### src/cise_pkg.sv
// shared constants and types of the instruction subset executor
package cise_pkg;
  // instruction classes of this subset
  typedef enum logic [3:0] {
    op_other,
    branch_on_zero_op,
    branch_on_overflow_op,
    bit_invert_op,
    call_op,
    zero_fill_op,
    watchdog_kick_op,
    invert_file_op,
    compare_equal_skip_op
  } cise_op_t;
  // sequencer modes of one instruction cycle
  typedef enum logic [1:0] {m_exec, m_nop, m_skip, m_call2} cise_mode_t;
  // opcode patterns
  localparam logic [7:0] BR_ZERO_HI = 8'he0;
  localparam logic [7:0] BR_OVF_HI = 8'he4;
  localparam logic [3:0] BIT_INV_HI = 4'h7;
  localparam logic [6:0] CALL_HI = 7'h76;
  localparam logic [3:0] WORD2_HI = 4'hf;
  localparam logic [6:0] ZERO_FILL_HI = 7'h35;
  localparam logic [6:0] CMP_EQ_HI = 7'h31;
  localparam logic [5:0] INV_FILE_HI = 6'h07;
  localparam logic [15:0] KICK_OP = 16'h0004;
  localparam logic [7:0] GOTO_HI = 8'hef;
  localparam logic [7:0] LFSR_HI = 8'hee;
  localparam logic [3:0] MOVFF_HI = 4'hc;
  // quarter phases of an instruction cycle
  localparam logic [1:0] PH_FETCH = 2'h0;
  localparam logic [1:0] PH_READ = 2'h1;
  localparam logic [1:0] PH_PROC = 2'h2;
  localparam logic [1:0] PH_WRITE = 2'h3;
  // status bit positions
  localparam int ST_C = 0;
  localparam int ST_DC = 1;
  localparam int ST_Z = 2;
  localparam int ST_OV = 3;
  localparam int ST_N = 4;
  // access bank split
  localparam logic [7:0] ACC_SPLIT = 8'h60;
  localparam logic [3:0] ACC_HI_PAGE = 4'hf;
  // program counter steps
  localparam logic [20:0] PC_STEP = 21'h000002;
  localparam logic [20:0] PC_RET = 21'h000004;
  // register offsets (byte addresses)
  localparam logic [7:0] REG_CTRL = 8'h00;
  localparam logic [7:0] REG_ACC = 8'h04;
  localparam logic [7:0] REG_STATUS = 8'h08;
  localparam logic [7:0] REG_BANK = 8'h0c;
  localparam logic [7:0] REG_IDX = 8'h10;
  localparam logic [7:0] REG_SHADOW = 8'h14;
  localparam logic [7:0] REG_PC = 8'h18;
  localparam logic [7:0] REG_PWR = 8'h1c;
  // field positions and reset values
  localparam int CTRL_RUN = 0;
  localparam int CTRL_EXT = 1;
  localparam int PWR_EXPIRY = 0;
  localparam int PWR_POWERDOWN = 1;
  localparam logic [1:0] CTRL_RST = 2'h0;
  localparam logic [4:0] STATUS_RST = 5'h00;
  localparam logic [20:0] PC_RST = 21'h000000;
endpackage

### src/cise_dec_if.sv
// decoder interface between core and instruction decoder
interface cise_dec_if;
  logic [15:0] ir;
  cise_pkg::cise_op_t op;
  logic [7:0] f;
  logic [2:0] b;
  logic a;
  logic d;
  logic s;
  logic two_word;
  modport dec(input ir, output op, f, b, a, d, s, two_word);
  modport core(output ir, input op, f, b, a, d, s, two_word);
endinterface

### src/cise_decode.sv
// combinational decoder of the instruction subset
module cise_decode (
  cise_dec_if.dec dif
);
  // opcode class
  always_comb
  begin
    dif.op = cise_pkg::op_other;
    if (dif.ir == cise_pkg::KICK_OP)
      dif.op = cise_pkg::watchdog_kick_op;
    else if (dif.ir[15:8] == cise_pkg::BR_ZERO_HI)
      dif.op = cise_pkg::branch_on_zero_op;
    else if (dif.ir[15:8] == cise_pkg::BR_OVF_HI)
      dif.op = cise_pkg::branch_on_overflow_op;
    else if (dif.ir[15:12] == cise_pkg::BIT_INV_HI)
      dif.op = cise_pkg::bit_invert_op;
    else if (dif.ir[15:9] == cise_pkg::CALL_HI)
      dif.op = cise_pkg::call_op;
    else if (dif.ir[15:9] == cise_pkg::ZERO_FILL_HI)
      dif.op = cise_pkg::zero_fill_op;
    else if (dif.ir[15:10] == cise_pkg::INV_FILE_HI)
      dif.op = cise_pkg::invert_file_op;
    else if (dif.ir[15:9] == cise_pkg::CMP_EQ_HI)
      dif.op = cise_pkg::compare_equal_skip_op;
  end

  // operand fields
  assign dif.f = dif.ir[7:0];
  assign dif.b = dif.ir[11:9];
  assign dif.a = dif.ir[8];
  assign dif.d = dif.ir[9];
  assign dif.s = dif.ir[8];
  // first words of two-word instructions
  assign dif.two_word = (dif.ir[15:9] == cise_pkg::CALL_HI) || (dif.ir[15:8] == cise_pkg::GOTO_HI)
    || (dif.ir[15:8] == cise_pkg::LFSR_HI) || (dif.ir[15:12] == cise_pkg::MOVFF_HI);
endmodule

### src/cise_core.sv
// instruction subset executor with wishbone register slave
//
// Contract
// - branch_on_zero_op with zero set loads pc+2+2n and takes two cycles, else one.
// - branch_on_overflow_op with overflow set loads pc+2+2n.
// - a branch not taken spends one cycle and leaves pc at the next instruction.
// - bit_invert_op inverts bit b of the file register by read-modify-write in one cycle.
// - a call pushes pc+4 onto the return stack.
// - a call loads k into pc bits 20:1 and with s set saves accumulator, flags and bank pointer to shadows.
// - zero_fill_op writes zero to the file register and sets the zero flag.
// - with a clear the access bank is used, or idx_base+f for f below ACC_SPLIT when CTRL_EXT is set; with a set the bank pointer selects the bank.
// - watchdog_kick_op clears the watchdog and postscaler and sets expiry and powerdown flags.
module cise_core #(
  parameter int DMEM_AW = 12
) (
  input wire logic clk_sys,
  input wire logic reset_n,
  input wire logic wb_cyc_i,
  input wire logic wb_stb_i,
  input wire logic wb_we_i,
  input wire logic [7:0] wb_adr_i,
  input wire logic [3:0] wb_sel_i,
  input wire logic [31:0] wb_dat_i,
  output logic [31:0] wb_dat_o,
  output logic wb_ack_o,
  output logic [20:0] prog_addr,
  input wire logic [15:0] prog_data,
  output logic [DMEM_AW-1:0] dmem_addr,
  input wire logic [7:0] dmem_rdata,
  output logic [7:0] dmem_wdata,
  output logic dmem_we,
  output logic stack_push,
  output logic [20:0] stack_data,
  output logic watchdog_kick
);
  if (DMEM_AW != 12)
  begin : g_chk
    $error("data address width must be 12");
  end

  ////////////////////////////////////////////////////////////////////////
  // state
  logic [1:0] phase;
  cise_pkg::cise_mode_t mode;
  cise_pkg::cise_mode_t pend_mode;
  logic [15:0] ir;
  logic [20:0] pc;
  logic [7:0] klo;
  logic [7:0] w;
  logic [4:0] status;
  logic [3:0] bank_pointer;
  logic [11:0] idx_base;
  logic [1:0] ctrl;
  logic [7:0] accumulator_shadow;
  logic [4:0] flags_shadow;
  logic [3:0] bank_pointer_shadow;
  logic expiry_flag;
  logic powerdown_flag;
  logic [31:0] rd_mux;
  cise_dec_if dif();

  cise_decode u_dec (
    .dif(dif)
  );

  // effective file address
  function automatic logic [11:0] eff_addr(input logic [7:0] f, input logic a, input logic ext,
                                           input logic [3:0] bp, input logic [11:0] base);
    if (a)
      return {bp, f};
    else if (ext && f < cise_pkg::ACC_SPLIT)
      return base + {4'h0, f};
    else if (f < cise_pkg::ACC_SPLIT)
      return {4'h0, f};
    else
      return {cise_pkg::ACC_HI_PAGE, f};
  endfunction

  // byte-lane merge of a register write
  function automatic logic [31:0] wb_merge(input logic [31:0] old, input logic [31:0] dat, input logic [3:0] sel);
    logic [31:0] r;
    r = old;
    for (int i = 0; i < 4; i++)
    begin
      if (sel[i])
        r[i*8 +: 8] = dat[i*8 +: 8];
    end
    return r;
  endfunction

  assign dif.ir = ir;
  assign prog_addr = pc;
  wire advance = ctrl[cise_pkg::CTRL_RUN] || phase != cise_pkg::PH_FETCH || mode != cise_pkg::m_exec;
  wire exec_proc = mode == cise_pkg::m_exec && phase == cise_pkg::PH_PROC;
  wire [20:0] br_target = pc + cise_pkg::PC_STEP + {{12{ir[7]}}, ir[7:0], 1'b0};
  wire [20:0] call_dest = {ir[11:0], klo, 1'b0};
  wire [7:0] inv_rd = ~dmem_rdata;
  wire [7:0] bit_mask = 8'h01 << dif.b;
  wire wb_wr = wb_cyc_i && wb_stb_i && wb_we_i && wb_ack_o; // write lands at the ack edge

  ////////////////////////////////////////////////////////////////////////
  // quarter-phase sequencer
  always_ff @(posedge clk_sys)
  begin
    if (!reset_n)
    begin
      phase <= cise_pkg::PH_FETCH;
      mode <= cise_pkg::m_exec;
    end
    else if (advance)
    begin
      phase <= phase + 2'h1;
      if (phase == cise_pkg::PH_WRITE)
        mode <= pend_mode;
    end
  end

  // fetch, program counter and mode choice
  always_ff @(posedge clk_sys)
  begin
    if (!reset_n)
    begin
      ir <= 16'h0000;
      pc <= cise_pkg::PC_RST;
      klo <= 8'h00;
      pend_mode <= cise_pkg::m_exec;
    end
    else if (phase == cise_pkg::PH_FETCH)
      ir <= prog_data;
    else if (phase == cise_pkg::PH_PROC)
    begin
      pend_mode <= cise_pkg::m_exec;
      pc <= pc + cise_pkg::PC_STEP;
      case (mode)
        cise_pkg::m_exec:
        begin
          case (dif.op)
            cise_pkg::branch_on_zero_op:
            begin
              if (status[cise_pkg::ST_Z])
              begin
                pc <= br_target;
                pend_mode <= cise_pkg::m_nop;
              end
            end
            cise_pkg::branch_on_overflow_op:
            begin
              if (status[cise_pkg::ST_OV])
              begin
                pc <= br_target;
                pend_mode <= cise_pkg::m_nop;
              end
            end
            cise_pkg::call_op:
            begin
              klo <= dif.f;
              pend_mode <= cise_pkg::m_call2;
            end
            cise_pkg::compare_equal_skip_op:
            begin
              if (dmem_rdata == w)
                pend_mode <= cise_pkg::m_skip;
            end
            default:
            begin
            end
          endcase
        end
        cise_pkg::m_call2:
          pc <= call_dest;
        cise_pkg::m_skip:
        begin
          if (dif.two_word)
          begin
            pc <= pc + cise_pkg::PC_RET;
            pend_mode <= cise_pkg::m_nop;
          end
        end
        default:
          pc <= pc;
      endcase
    end
  end

  ////////////////////////////////////////////////////////////////////////
  // data memory address and write-back
  always_ff @(posedge clk_sys)
  begin
    if (!reset_n)
    begin
      dmem_addr <= 12'h000;
      dmem_wdata <= 8'h00;
      dmem_we <= 1'b0;
    end
    else
    begin
      dmem_we <= 1'b0;
      if (mode == cise_pkg::m_exec && phase == cise_pkg::PH_READ)
        dmem_addr <= eff_addr(dif.f, dif.a, ctrl[cise_pkg::CTRL_EXT], bank_pointer, idx_base);
      if (exec_proc && dif.op == cise_pkg::bit_invert_op)
      begin
        dmem_wdata <= dmem_rdata ^ bit_mask;
        dmem_we <= 1'b1;
      end
      if (exec_proc && dif.op == cise_pkg::zero_fill_op)
      begin
        dmem_wdata <= 8'h00;
        dmem_we <= 1'b1;
      end
      if (exec_proc && dif.op == cise_pkg::invert_file_op && dif.d)
      begin
        dmem_wdata <= inv_rd;
        dmem_we <= 1'b1;
      end
    end
  end

  // accumulator, flags and bank pointer; hardware updates follow software writes
  always_ff @(posedge clk_sys)
  begin
    if (!reset_n)
    begin
      ctrl <= cise_pkg::CTRL_RST;
      w <= 8'h00;
      status <= cise_pkg::STATUS_RST;
      bank_pointer <= 4'h0;
      idx_base <= 12'h000;
    end
    else
    begin
      if (wb_wr && wb_adr_i == cise_pkg::REG_CTRL)
        ctrl <= 2'(wb_merge({30'h0, ctrl}, wb_dat_i, wb_sel_i));
      if (wb_wr && wb_adr_i == cise_pkg::REG_ACC)
        w <= 8'(wb_merge({24'h0, w}, wb_dat_i, wb_sel_i));
      if (wb_wr && wb_adr_i == cise_pkg::REG_STATUS)
        status <= 5'(wb_merge({27'h0, status}, wb_dat_i, wb_sel_i));
      if (wb_wr && wb_adr_i == cise_pkg::REG_BANK)
        bank_pointer <= 4'(wb_merge({28'h0, bank_pointer}, wb_dat_i, wb_sel_i));
      if (wb_wr && wb_adr_i == cise_pkg::REG_IDX)
        idx_base <= 12'(wb_merge({20'h0, idx_base}, wb_dat_i, wb_sel_i));
      if (exec_proc && dif.op == cise_pkg::zero_fill_op)
        status[cise_pkg::ST_Z] <= 1'b1;
      if (exec_proc && dif.op == cise_pkg::invert_file_op)
      begin
        if (!dif.d)
          w <= inv_rd;
        status[cise_pkg::ST_N] <= inv_rd[7];
        status[cise_pkg::ST_Z] <= inv_rd == 8'h00;
      end
    end
  end

  // shadow save and return stack push of a call
  always_ff @(posedge clk_sys)
  begin
    if (!reset_n)
    begin
      accumulator_shadow <= 8'h00;
      flags_shadow <= 5'h00;
      bank_pointer_shadow <= 4'h0;
      stack_push <= 1'b0;
      stack_data <= 21'h000000;
    end
    else
    begin
      stack_push <= exec_proc && dif.op == cise_pkg::call_op;
      if (exec_proc && dif.op == cise_pkg::call_op)
      begin
        stack_data <= pc + cise_pkg::PC_RET;
        if (dif.s)
        begin
          accumulator_shadow <= w;
          flags_shadow <= status;
          bank_pointer_shadow <= bank_pointer;
        end
      end
    end
  end

  // watchdog kick and power flags; a kick wins over a software clear
  always_ff @(posedge clk_sys)
  begin
    if (!reset_n)
    begin
      watchdog_kick <= 1'b0;
      expiry_flag <= 1'b1;
      powerdown_flag <= 1'b1;
    end
    else
    begin
      watchdog_kick <= exec_proc && dif.op == cise_pkg::watchdog_kick_op;
      if (wb_wr && wb_adr_i == cise_pkg::REG_PWR && wb_sel_i[0])
      begin
        expiry_flag <= expiry_flag & wb_dat_i[cise_pkg::PWR_EXPIRY];
        powerdown_flag <= powerdown_flag & wb_dat_i[cise_pkg::PWR_POWERDOWN];
      end
      if (exec_proc && dif.op == cise_pkg::watchdog_kick_op)
      begin
        expiry_flag <= 1'b1;
        powerdown_flag <= 1'b1;
      end
    end
  end

  ////////////////////////////////////////////////////////////////////////
  // wishbone read decode
  always_comb
  begin
    rd_mux = 32'h00000000;
    if (wb_adr_i == cise_pkg::REG_CTRL)
      rd_mux = {30'h0, ctrl};
    else if (wb_adr_i == cise_pkg::REG_ACC)
      rd_mux = {24'h0, w};
    else if (wb_adr_i == cise_pkg::REG_STATUS)
      rd_mux = {27'h0, status};
    else if (wb_adr_i == cise_pkg::REG_BANK)
      rd_mux = {28'h0, bank_pointer};
    else if (wb_adr_i == cise_pkg::REG_IDX)
      rd_mux = {20'h0, idx_base};
    else if (wb_adr_i == cise_pkg::REG_SHADOW)
      rd_mux = {12'h0, bank_pointer_shadow, 3'h0, flags_shadow, accumulator_shadow};
    else if (wb_adr_i == cise_pkg::REG_PC)
      rd_mux = {11'h0, pc};
    else if (wb_adr_i == cise_pkg::REG_PWR)
      rd_mux = {30'h0, powerdown_flag, expiry_flag};
  end

  // wishbone answer one cycle after the strobe
  always_ff @(posedge clk_sys)
  begin
    if (!reset_n)
    begin
      wb_ack_o <= 1'b0;
      wb_dat_o <= 32'h00000000;
    end
    else
    begin
      wb_ack_o <= wb_cyc_i && wb_stb_i && !wb_ack_o;
      if (wb_cyc_i && wb_stb_i && !wb_ack_o)
        wb_dat_o <= rd_mux;
    end
  end
endmodule

### config.mk
export PLATFORM = sky130hd
export DESIGN_NAME = cise_core
export DESIGN_NICKNAME = d
export VERILOG_FILES = /design/src/cise_pkg.sv /design/src/cise_dec_if.sv /design/src/cise_decode.sv /design/src/cise_core.sv
export SDC_FILE = /design/constraint.sdc
export NUM_CORES = 1
export LEC_CHECK = 0
export BUFFER_PORTS_ARGS = -buffer_cell sky130_fd_sc_hd__buf_2
export CAP_MARGIN = 20
export CORE_MARGIN = 2
export CORE_UTILIZATION = 55
export CTS_CLUSTER_DIAMETER = 30
export CTS_CLUSTER_SIZE = 8
export DETAILED_ROUTE_END_ITERATION = 12
export PLACE_DENSITY_LB_ADDON = 0.3
export SLEW_MARGIN = 30
export SYNTH_ARGS = -nofsm -noshare
export SYNTH_HDL_FRONTEND = slang
export SYNTH_SLANG_ARGS = --single-unit
### constraint.sdc
create_clock -name clk_sys -period 8.1 [get_ports clk_sys]
set_clock_uncertainty 0.05 [all_clocks]
set_input_delay 0.81 -clock clk_sys [delete_from_list [all_inputs] [get_ports clk_sys]]
set_output_delay 0.81 -clock clk_sys [all_outputs]
set_load 0.1 [all_outputs]
==> results.json, run 1 <==
{
  "crit_type": "reg2reg",
  "htree_num_levels": 4,
  "drt_iter0_markers": 1023,
  "synthArstFlopShare_pct": 0,
  "layout.cells.most_common": "dfxtp_1",
  "nets": 1392,
  "seq_area_frac_synth_pct": 33.8,
  "diodes": 0,
  "yosysWarnings": 0,
  "total_leakage_power_nw": 4.55,
  "ys_types": 72,
  "cts_tree": "yes",
  "combPwrFrac_pct": 17.0,
  "path_delay_family": "simple AND/OR/NAND/NOR gates",
  "final_cell_mix": "dfxtp_1, nor2_1, buf_2",
  "ys_ff_latch": 165,
  "die_y_um": 137,
  "syn-mean-instance-area_um2": 8.13,
  "netSwitchingFraction_pct": 32.5,
  "drive_gt1_share_pct": 16.4,
  "synth-main-ff-cell": "dfxtp_1",
  "power.switching_uw": 644,
  "pwr-share-seq_pct": 44.2,
  "post_cts_resized": 0,
  "p_int_mw": 1.34,
  "cts_buffer_depth": 2,
  "slowest_stage": "dfxtp_1",
  "period_minus_slack_ps": 3940,
  "first_global_vias": 8322,
  "final-hold-violation-count": 0,
  "fillCellCount": 1585,
  "synth-edff-count": 0,
  "antenna_found_initial": 0,
  "powerDensity_nw_per_um2": 181,
  "slew_violations": 0,
  "clkPwrFrac_pct": 38.8,
  "status": "finished, final reports clean",
  "finalCritPeriodShare_pct": 48.6,
  "setup_viol": 0,
  "dp_hpwl_um": 20700,
  "grt_max_degree": 92,
  "numCtsBuffers": 17,
  "port_buffers": 135,
  "core_um2": 17400,
  "worst_slew_pin_slew_ps": 972,
  "grt_use_total_pct": 31.3,
  "path_cells": "ha_1 > and3_1 > nand2_1 > nor2_1 > nand2_1 > xnor2_1 > ha_1 > o2111ai_1 > a31oi_1 > a31oi_1 > xnor2_1 > a21boi_0 > a21oi_1",
  "slew_headroom_pct": 35.2,
  "cp_data_arrival_time_ps": 4210,
  "drc": 0,
  "grt_pass1_wl_um": 45200,
  "cts_hold_buf": 0,
  "first_pass_iters": 7,
  "r2r_cells": 13,
  "clk_pin_slew_worst_paths_ps": 60,
  "grt_overflow": 0,
  "required_ps": 8370,
  "min_path_cells": 2,
  "crit_buf_inv": 0,
  "wl_per_cell_um": 19.2,
  "drtAntennaViolNets": 0,
  "ios": 171,
  "endpoint_kind": "register",
  "final_util_pct": 63.3,
  "die_x_um": 137,
  "synth_area_um2": 9770,
  "hold_path_class": "reg2reg",
  "synthCells": 1202,
  "finalWeightedCongestion": 0.933,
  "post-cts-setup-buffers": 0,
  "start_kind": "register",
  "cts_root_buffer": "clkbuf_16",
  "rsz0062_at_grt": "no",
  "die_area_um2": 18800,
  "multiInputGateArea_um2": 6000,
  "timing.fmax_ghz": 0.254,
  "avgViaCountPerCell": 6.14,
  "setup_tns_ps": 0,
  "maxCapViolCount": 0,
  "ir_drop_mv": 0.169,
  "clk_latency_ps": 430,
  "area.sequential_um2": 3300,
  "std_cell_rows": 48,
  "cp_max_fo": 7,
  "vias": 9342,
  "totalWireLength_um": 29200,
  "cts.sinks": 165,
  "path_depth": 13,
  "max_stage_delay_ps": 560,
  "start_util_pct": 56.3,
  "area_growth_pct": 12.4
}
==> registers in the layout, indices dropped and copies added (netlist names), 2 cells and up <==
| name | cells |
|---|---|
| wb_dat_o | 21 |
| prog_addr | 20 |
| stack_data | 20 |
| dif.ir | 16 |
| dmem_addr | 12 |
| idx_base | 12 |
| accumulator_shadow | 8 |
| dmem_wdata | 8 |
| klo | 8 |
| w | 8 |
| flags_shadow | 5 |
| status | 5 |
| bank_pointer | 4 |
| bank_pointer_shadow | 4 |
| ctrl | 2 |
| mode | 2 |
| pend_mode | 2 |
| phase | 2 |
==> synth_stat cells (4+ instances only) <==
cell      instances  area share (%)
nor3_2            4            0.41
a221oi_1          8            0.72
a211o_1           5            0.45
or2_2             5            0.32
or3_1             8            0.51
mux2_2           10             1.2
o211ai_1         12            0.92
nor2b_1          12            0.77
o21a_1            4            0.31
buf_1            10            0.38
o22ai_1           4            0.26
nand3_1          25             1.3
a22o_1            9            0.81
o31ai_1           4            0.31
a21oi_1          92             4.7
a311oi_1          4            0.36
ha_1             34             4.4
a22oi_1          12            0.92
nor2_1          161             6.2
dfxtp_1         165              34
nand2_1         117             4.5
o21ai_0          56             2.9
mux2i_1          65             6.7
inv_1            21            0.81
buf_2             8            0.41
a31oi_1          15            0.96
and3_1           13            0.83
buf_4            17             1.3
o221ai_1          7            0.63
clkbuf_2          4            0.20
nor4_1            4            0.26
nor3_1           23             1.2
nand3b_1          5            0.38
a21o_1           13             1.0
nand2b_1         10            0.64
xnor2_1          43             3.9
clkbuf_1         55             2.1
o221a_2           5            0.58
xor2_1           35             3.1
nand4_1          13            0.83
a211oi_1         39             3.0
==> logic make-up after synthesis <==
group	Yosys count	share of synthesized area [%]
mux	76	8.04
xor+xnor	78	6.99
other cells	1	0.0384
fa+ha+maj	36	4.76
compound gates	310	20.7
flops	165	33.8
simple gates	420	20.3
buf+inv	116	5.34
==> worst register-to-register path: stages (launching register included) <==
cell and delay [ps]:
dfxtp_1 560, ha_1 300, and3_1 360, nand2_1 180
nor2_1 470, nand2_1 130, xnor2_1 160, ha_1 420
o2111ai_1 180, a31oi_1 380, a31oi_1 170, xnor2_1 150
a21boi_0 210, a21oi_1 90
==> power by group through the flow <==
stage / Sequential, mW / Combinational (mW) / Clock [mW]
after floorplan: 0.963 / 0.187 / 0
after global placement: 0.892 / 0.327 / 0
after detailed placement: 0.893 / 0.332 / 0
after CTS: 0.875 / 0.333 / 0.777
after global routing: 0.878 / 0.360 / 0.817
final: 0.877 / 0.337 / 0.769
==> cell type report <==
class,instances,area share (%)
clock buffer,21,4.19
clock inverter,11,0.843
inverter,21,0.729
multi-input combinational,933,54.6
sequential,165,30.1
tap,225,2.56
timing repair buffer,145,6.95
==> metrics by stage <==
step           hold WS (ps)  setup WS [ps]  cell area, um^2  std cells  power, mW
3_5_place_dp            391           4340            10400       1488       1.22
6_report                400           4160            11000       1521       1.98
5_1_grt                 417           3850            11000       1521       2.06
2_1_floorplan           386           4240             9820       1214       1.15
3_3_place_gp            385           4330            10400       1488       1.22
4_1_cts                 400           4220            11000       1520       1.99
==> path summary, 6_finish.rpt <==
kind | from | endpoint | slack [ps]
hold reg to reg | wb_dat_o[14] | wb_dat_o[14] | 400
hold / removal | wb_dat_o[14] | wb_dat_o[14] | 400
setup reg to reg | prog_addr[3] | prog_addr[17] | 4160
setup / recovery | prog_addr[3] | prog_addr[17] | 4160
==> routing by layer <==
layer,GRT usage [%],wire length (um),vias to the layer above
met5,0,0,-
met1,44.2,12700,4376
met3,6.59,2940,50
met4,9.91,673,0
li1,-,-,4430
met2,47.5,12800,486
(Power assumes the default switching activity.)
==> inputs of run 2 (changes only) <==
Clock period 8.1 ns to 3.69 ns, I/O delays scaled along.
==> results.json, run 2 (same netlist as run 1, synthesis figures left out) <==
{
  "status": "finished, final reports clean",
  "slew_headroom_pct": 43.2,
  "fillCellCount": 1523,
  "slew_violations": 0,
  "area_growth_pct": 14.5,
  "ios": 171,
  "die_y_um": 137,
  "largest_register_ffs": 21,
  "slowest_stage": "dfxtp_2",
  "r2r_end": "prog_addr[17]",
  "cp_data_arrival_time_ps": 3700,
  "cts_root_buffer": "clkbuf_16",
  "first_global_vias": 8508,
  "core_um2": 17400,
  "endpoint_kind": "register",
  "grt_use_total_pct": 31.6,
  "powerDensity_nw_per_um2": 394,
  "r2r_cells": 13,
  "drtAntennaViolNets": 0,
  "combPwrFrac_pct": 17.1,
  "final-hold-violation-count": 0,
  "timing.fmax_ghz": 0.292,
  "cp_max_fo": 8,
  "finalCritPeriodShare_pct": 92.9,
  "path_cells": "ha_1 > nand3_1 > nor2_1 > xor2_1 > ha_1 > a21oi_1 > o211ai_1 > o2111ai_1 > a31oi_2 > a31oi_1 > xnor2_1 > a21boi_0 > a21oi_1",
  "crit_start": "prog_addr[2]",
  "vias": 9363,
  "cts.sinks": 165,
  "p_int_mw": 2.99,
  "max_stage_delay_ps": 440,
  "final_cell_mix": "dfxtp_1, nor2_1, buf_2",
  "area.sequential_um2": 3310,
  "min_path_cells": 3,
  "std_cell_rows": 48,
  "rsz0062_at_grt": "no",
  "avgViaCountPerCell": 6.06,
  "start_util_pct": 56.3,
  "drc": 0,
  "setup_tns_ps": 0,
  "die_area_um2": 18800,
  "required_ps": 3960,
  "start_kind": "register",
  "setup_viol": 0,
  "cts_tree": "yes",
  "grt_max_degree": 87,
  "hold_end": "dif.ir[5]",
  "crit_type": "reg2reg",
  "pwr-share-seq_pct": 43.6,
  "numCtsBuffers": 17,
  "cts_buffer_depth": 2,
  "r2r_slack_ps": 260,
  "nets": 1416,
  "power.switching_mw": 1.42,
  "finalWeightedCongestion": 0.963,
  "multiInputGateArea_um2": 6010,
  "antenna_found_initial": 0,
  "drive_gt1_share_pct": 18.6,
  "total_leakage_power_nw": 4.69,
  "wl_per_cell_um": 19.0,
  "maxCapViolCount": 0,
  "layout.cells.most_common": "dfxtp_1",
  "drt_iter0_markers": 1014,
  "clk_pin_slew_worst_paths_ps": 60,
  "grt_overflow": 0,
  "reg2reg_from": "prog_addr[2]",
  "dp_hpwl_um": 21200,
  "die_x_um": 137,
  "first_pass_iters": 5,
  "top_register": "wb_dat_o",
  "hp-start": "prog_data[5]",
  "clk_latency_ps": 440,
  "totalWireLength_um": 29400,
  "grt_pass1_wl_um": 45800,
  "hold_path_class": "in2reg",
  "diodes": 0,
  "ir_drop_mv": 0.399,
  "netSwitchingFraction_pct": 32.2,
  "worst_slew_pin_slew_ps": 849,
  "clkPwrFrac_pct": 39.3,
  "port_buffers": 135,
  "period_minus_slack_ps": 3430,
  "htree_num_levels": 4,
  "whs_ps": 115
}
-- run 2: changes by cell type in the layout (fill, tap and decap cells not counted), sizes merged --
| cell | before | now |
|---|---|---|
| buf | 145 | 169 |
| bufinv | 0 | 1 |
| clkinv | 6 | 7 |
| clkinvlp | 2 | 3 |
| clkbuf | 21 | 18 |
-- run 2: through the flow --
stage / utilization (%) / std cells / instance area (um^2) / worst slack (ps) / power (mW)
floorplan: - / 1214 / 9820 / 13.2 / 2.52
global placement: 61.1 / 1513 / 10600 / 308 / 2.69
detailed placement: 61.1 / 1513 / 10600 / 245 / 2.70
CTS: 64.4 / 1545 / 11200 / 225 / 4.41
global route: 64.5 / 1545 / 11200 / 6.23 / 4.55
finish: 64.5 / 1545 / 11200 / 263 / 4.40
-- run 2: timing repair --
action	CTS	global route
buffers inserted	0	0
endpoints found under the setup margin	0	4
hold buffers	0	0
gates resized for setup	0	3
-- run 2: final cells by class --
cell class | instances | share of cell area (%)
Clock buffer | 18 | 3.93
Tap cell | 225 | 2.52
Multi-Input combinational cell | 933 | 53.7
Inverter | 21 | 0.716
Clock inverter | 14 | 1.12
Sequential cell | 165 | 29.6
Timing Repair Buffer | 169 | 8.43
-- run 2: power by group through the flow --
stage          combinational [mW]  sequential [mW]  clock [mW]
2_1_floorplan               0.410             2.11           0
3_3_place_gp                0.736             1.95           0
3_5_place_dp                0.745             1.95           0
4_1_cts                     0.748             1.91        1.75
5_1_grt                     0.806             1.92        1.82
6_report                    0.753             1.92        1.73
-- run 2: layer usage --
layer	wire (um)	up-vias	global-route usage, %	share of wire (%)
met5	0	-	0	0
met4	945	0	12.0	3.2
met3	2830	71	6.44	9.6
met2	12600	483	47.5	43
met1	13000	4312	44.7	44
li1	-	4497	-	-
-- run 2: critical path: cells and delay by family, from the launching register on --
kind / cells / cell delay [ps]
AOI/OAI and AO/OA: 7 / 1430
adders and majority gates: 2 / 560
and+or+nand+nor: 2 / 480
DFF: 1 / 440
xor gates and xnor gates: 2 / 360
-- run 2: how the worst max path moves through the flow --
stage	to	cells after the start
CTS	prog_addr[17]	14
detailed placement	prog_addr[17]	14
floorplan	prog_addr[17]	15
global placement	prog_addr[17]	14
global route	prog_addr[17]	13
finish	prog_addr[17]	13
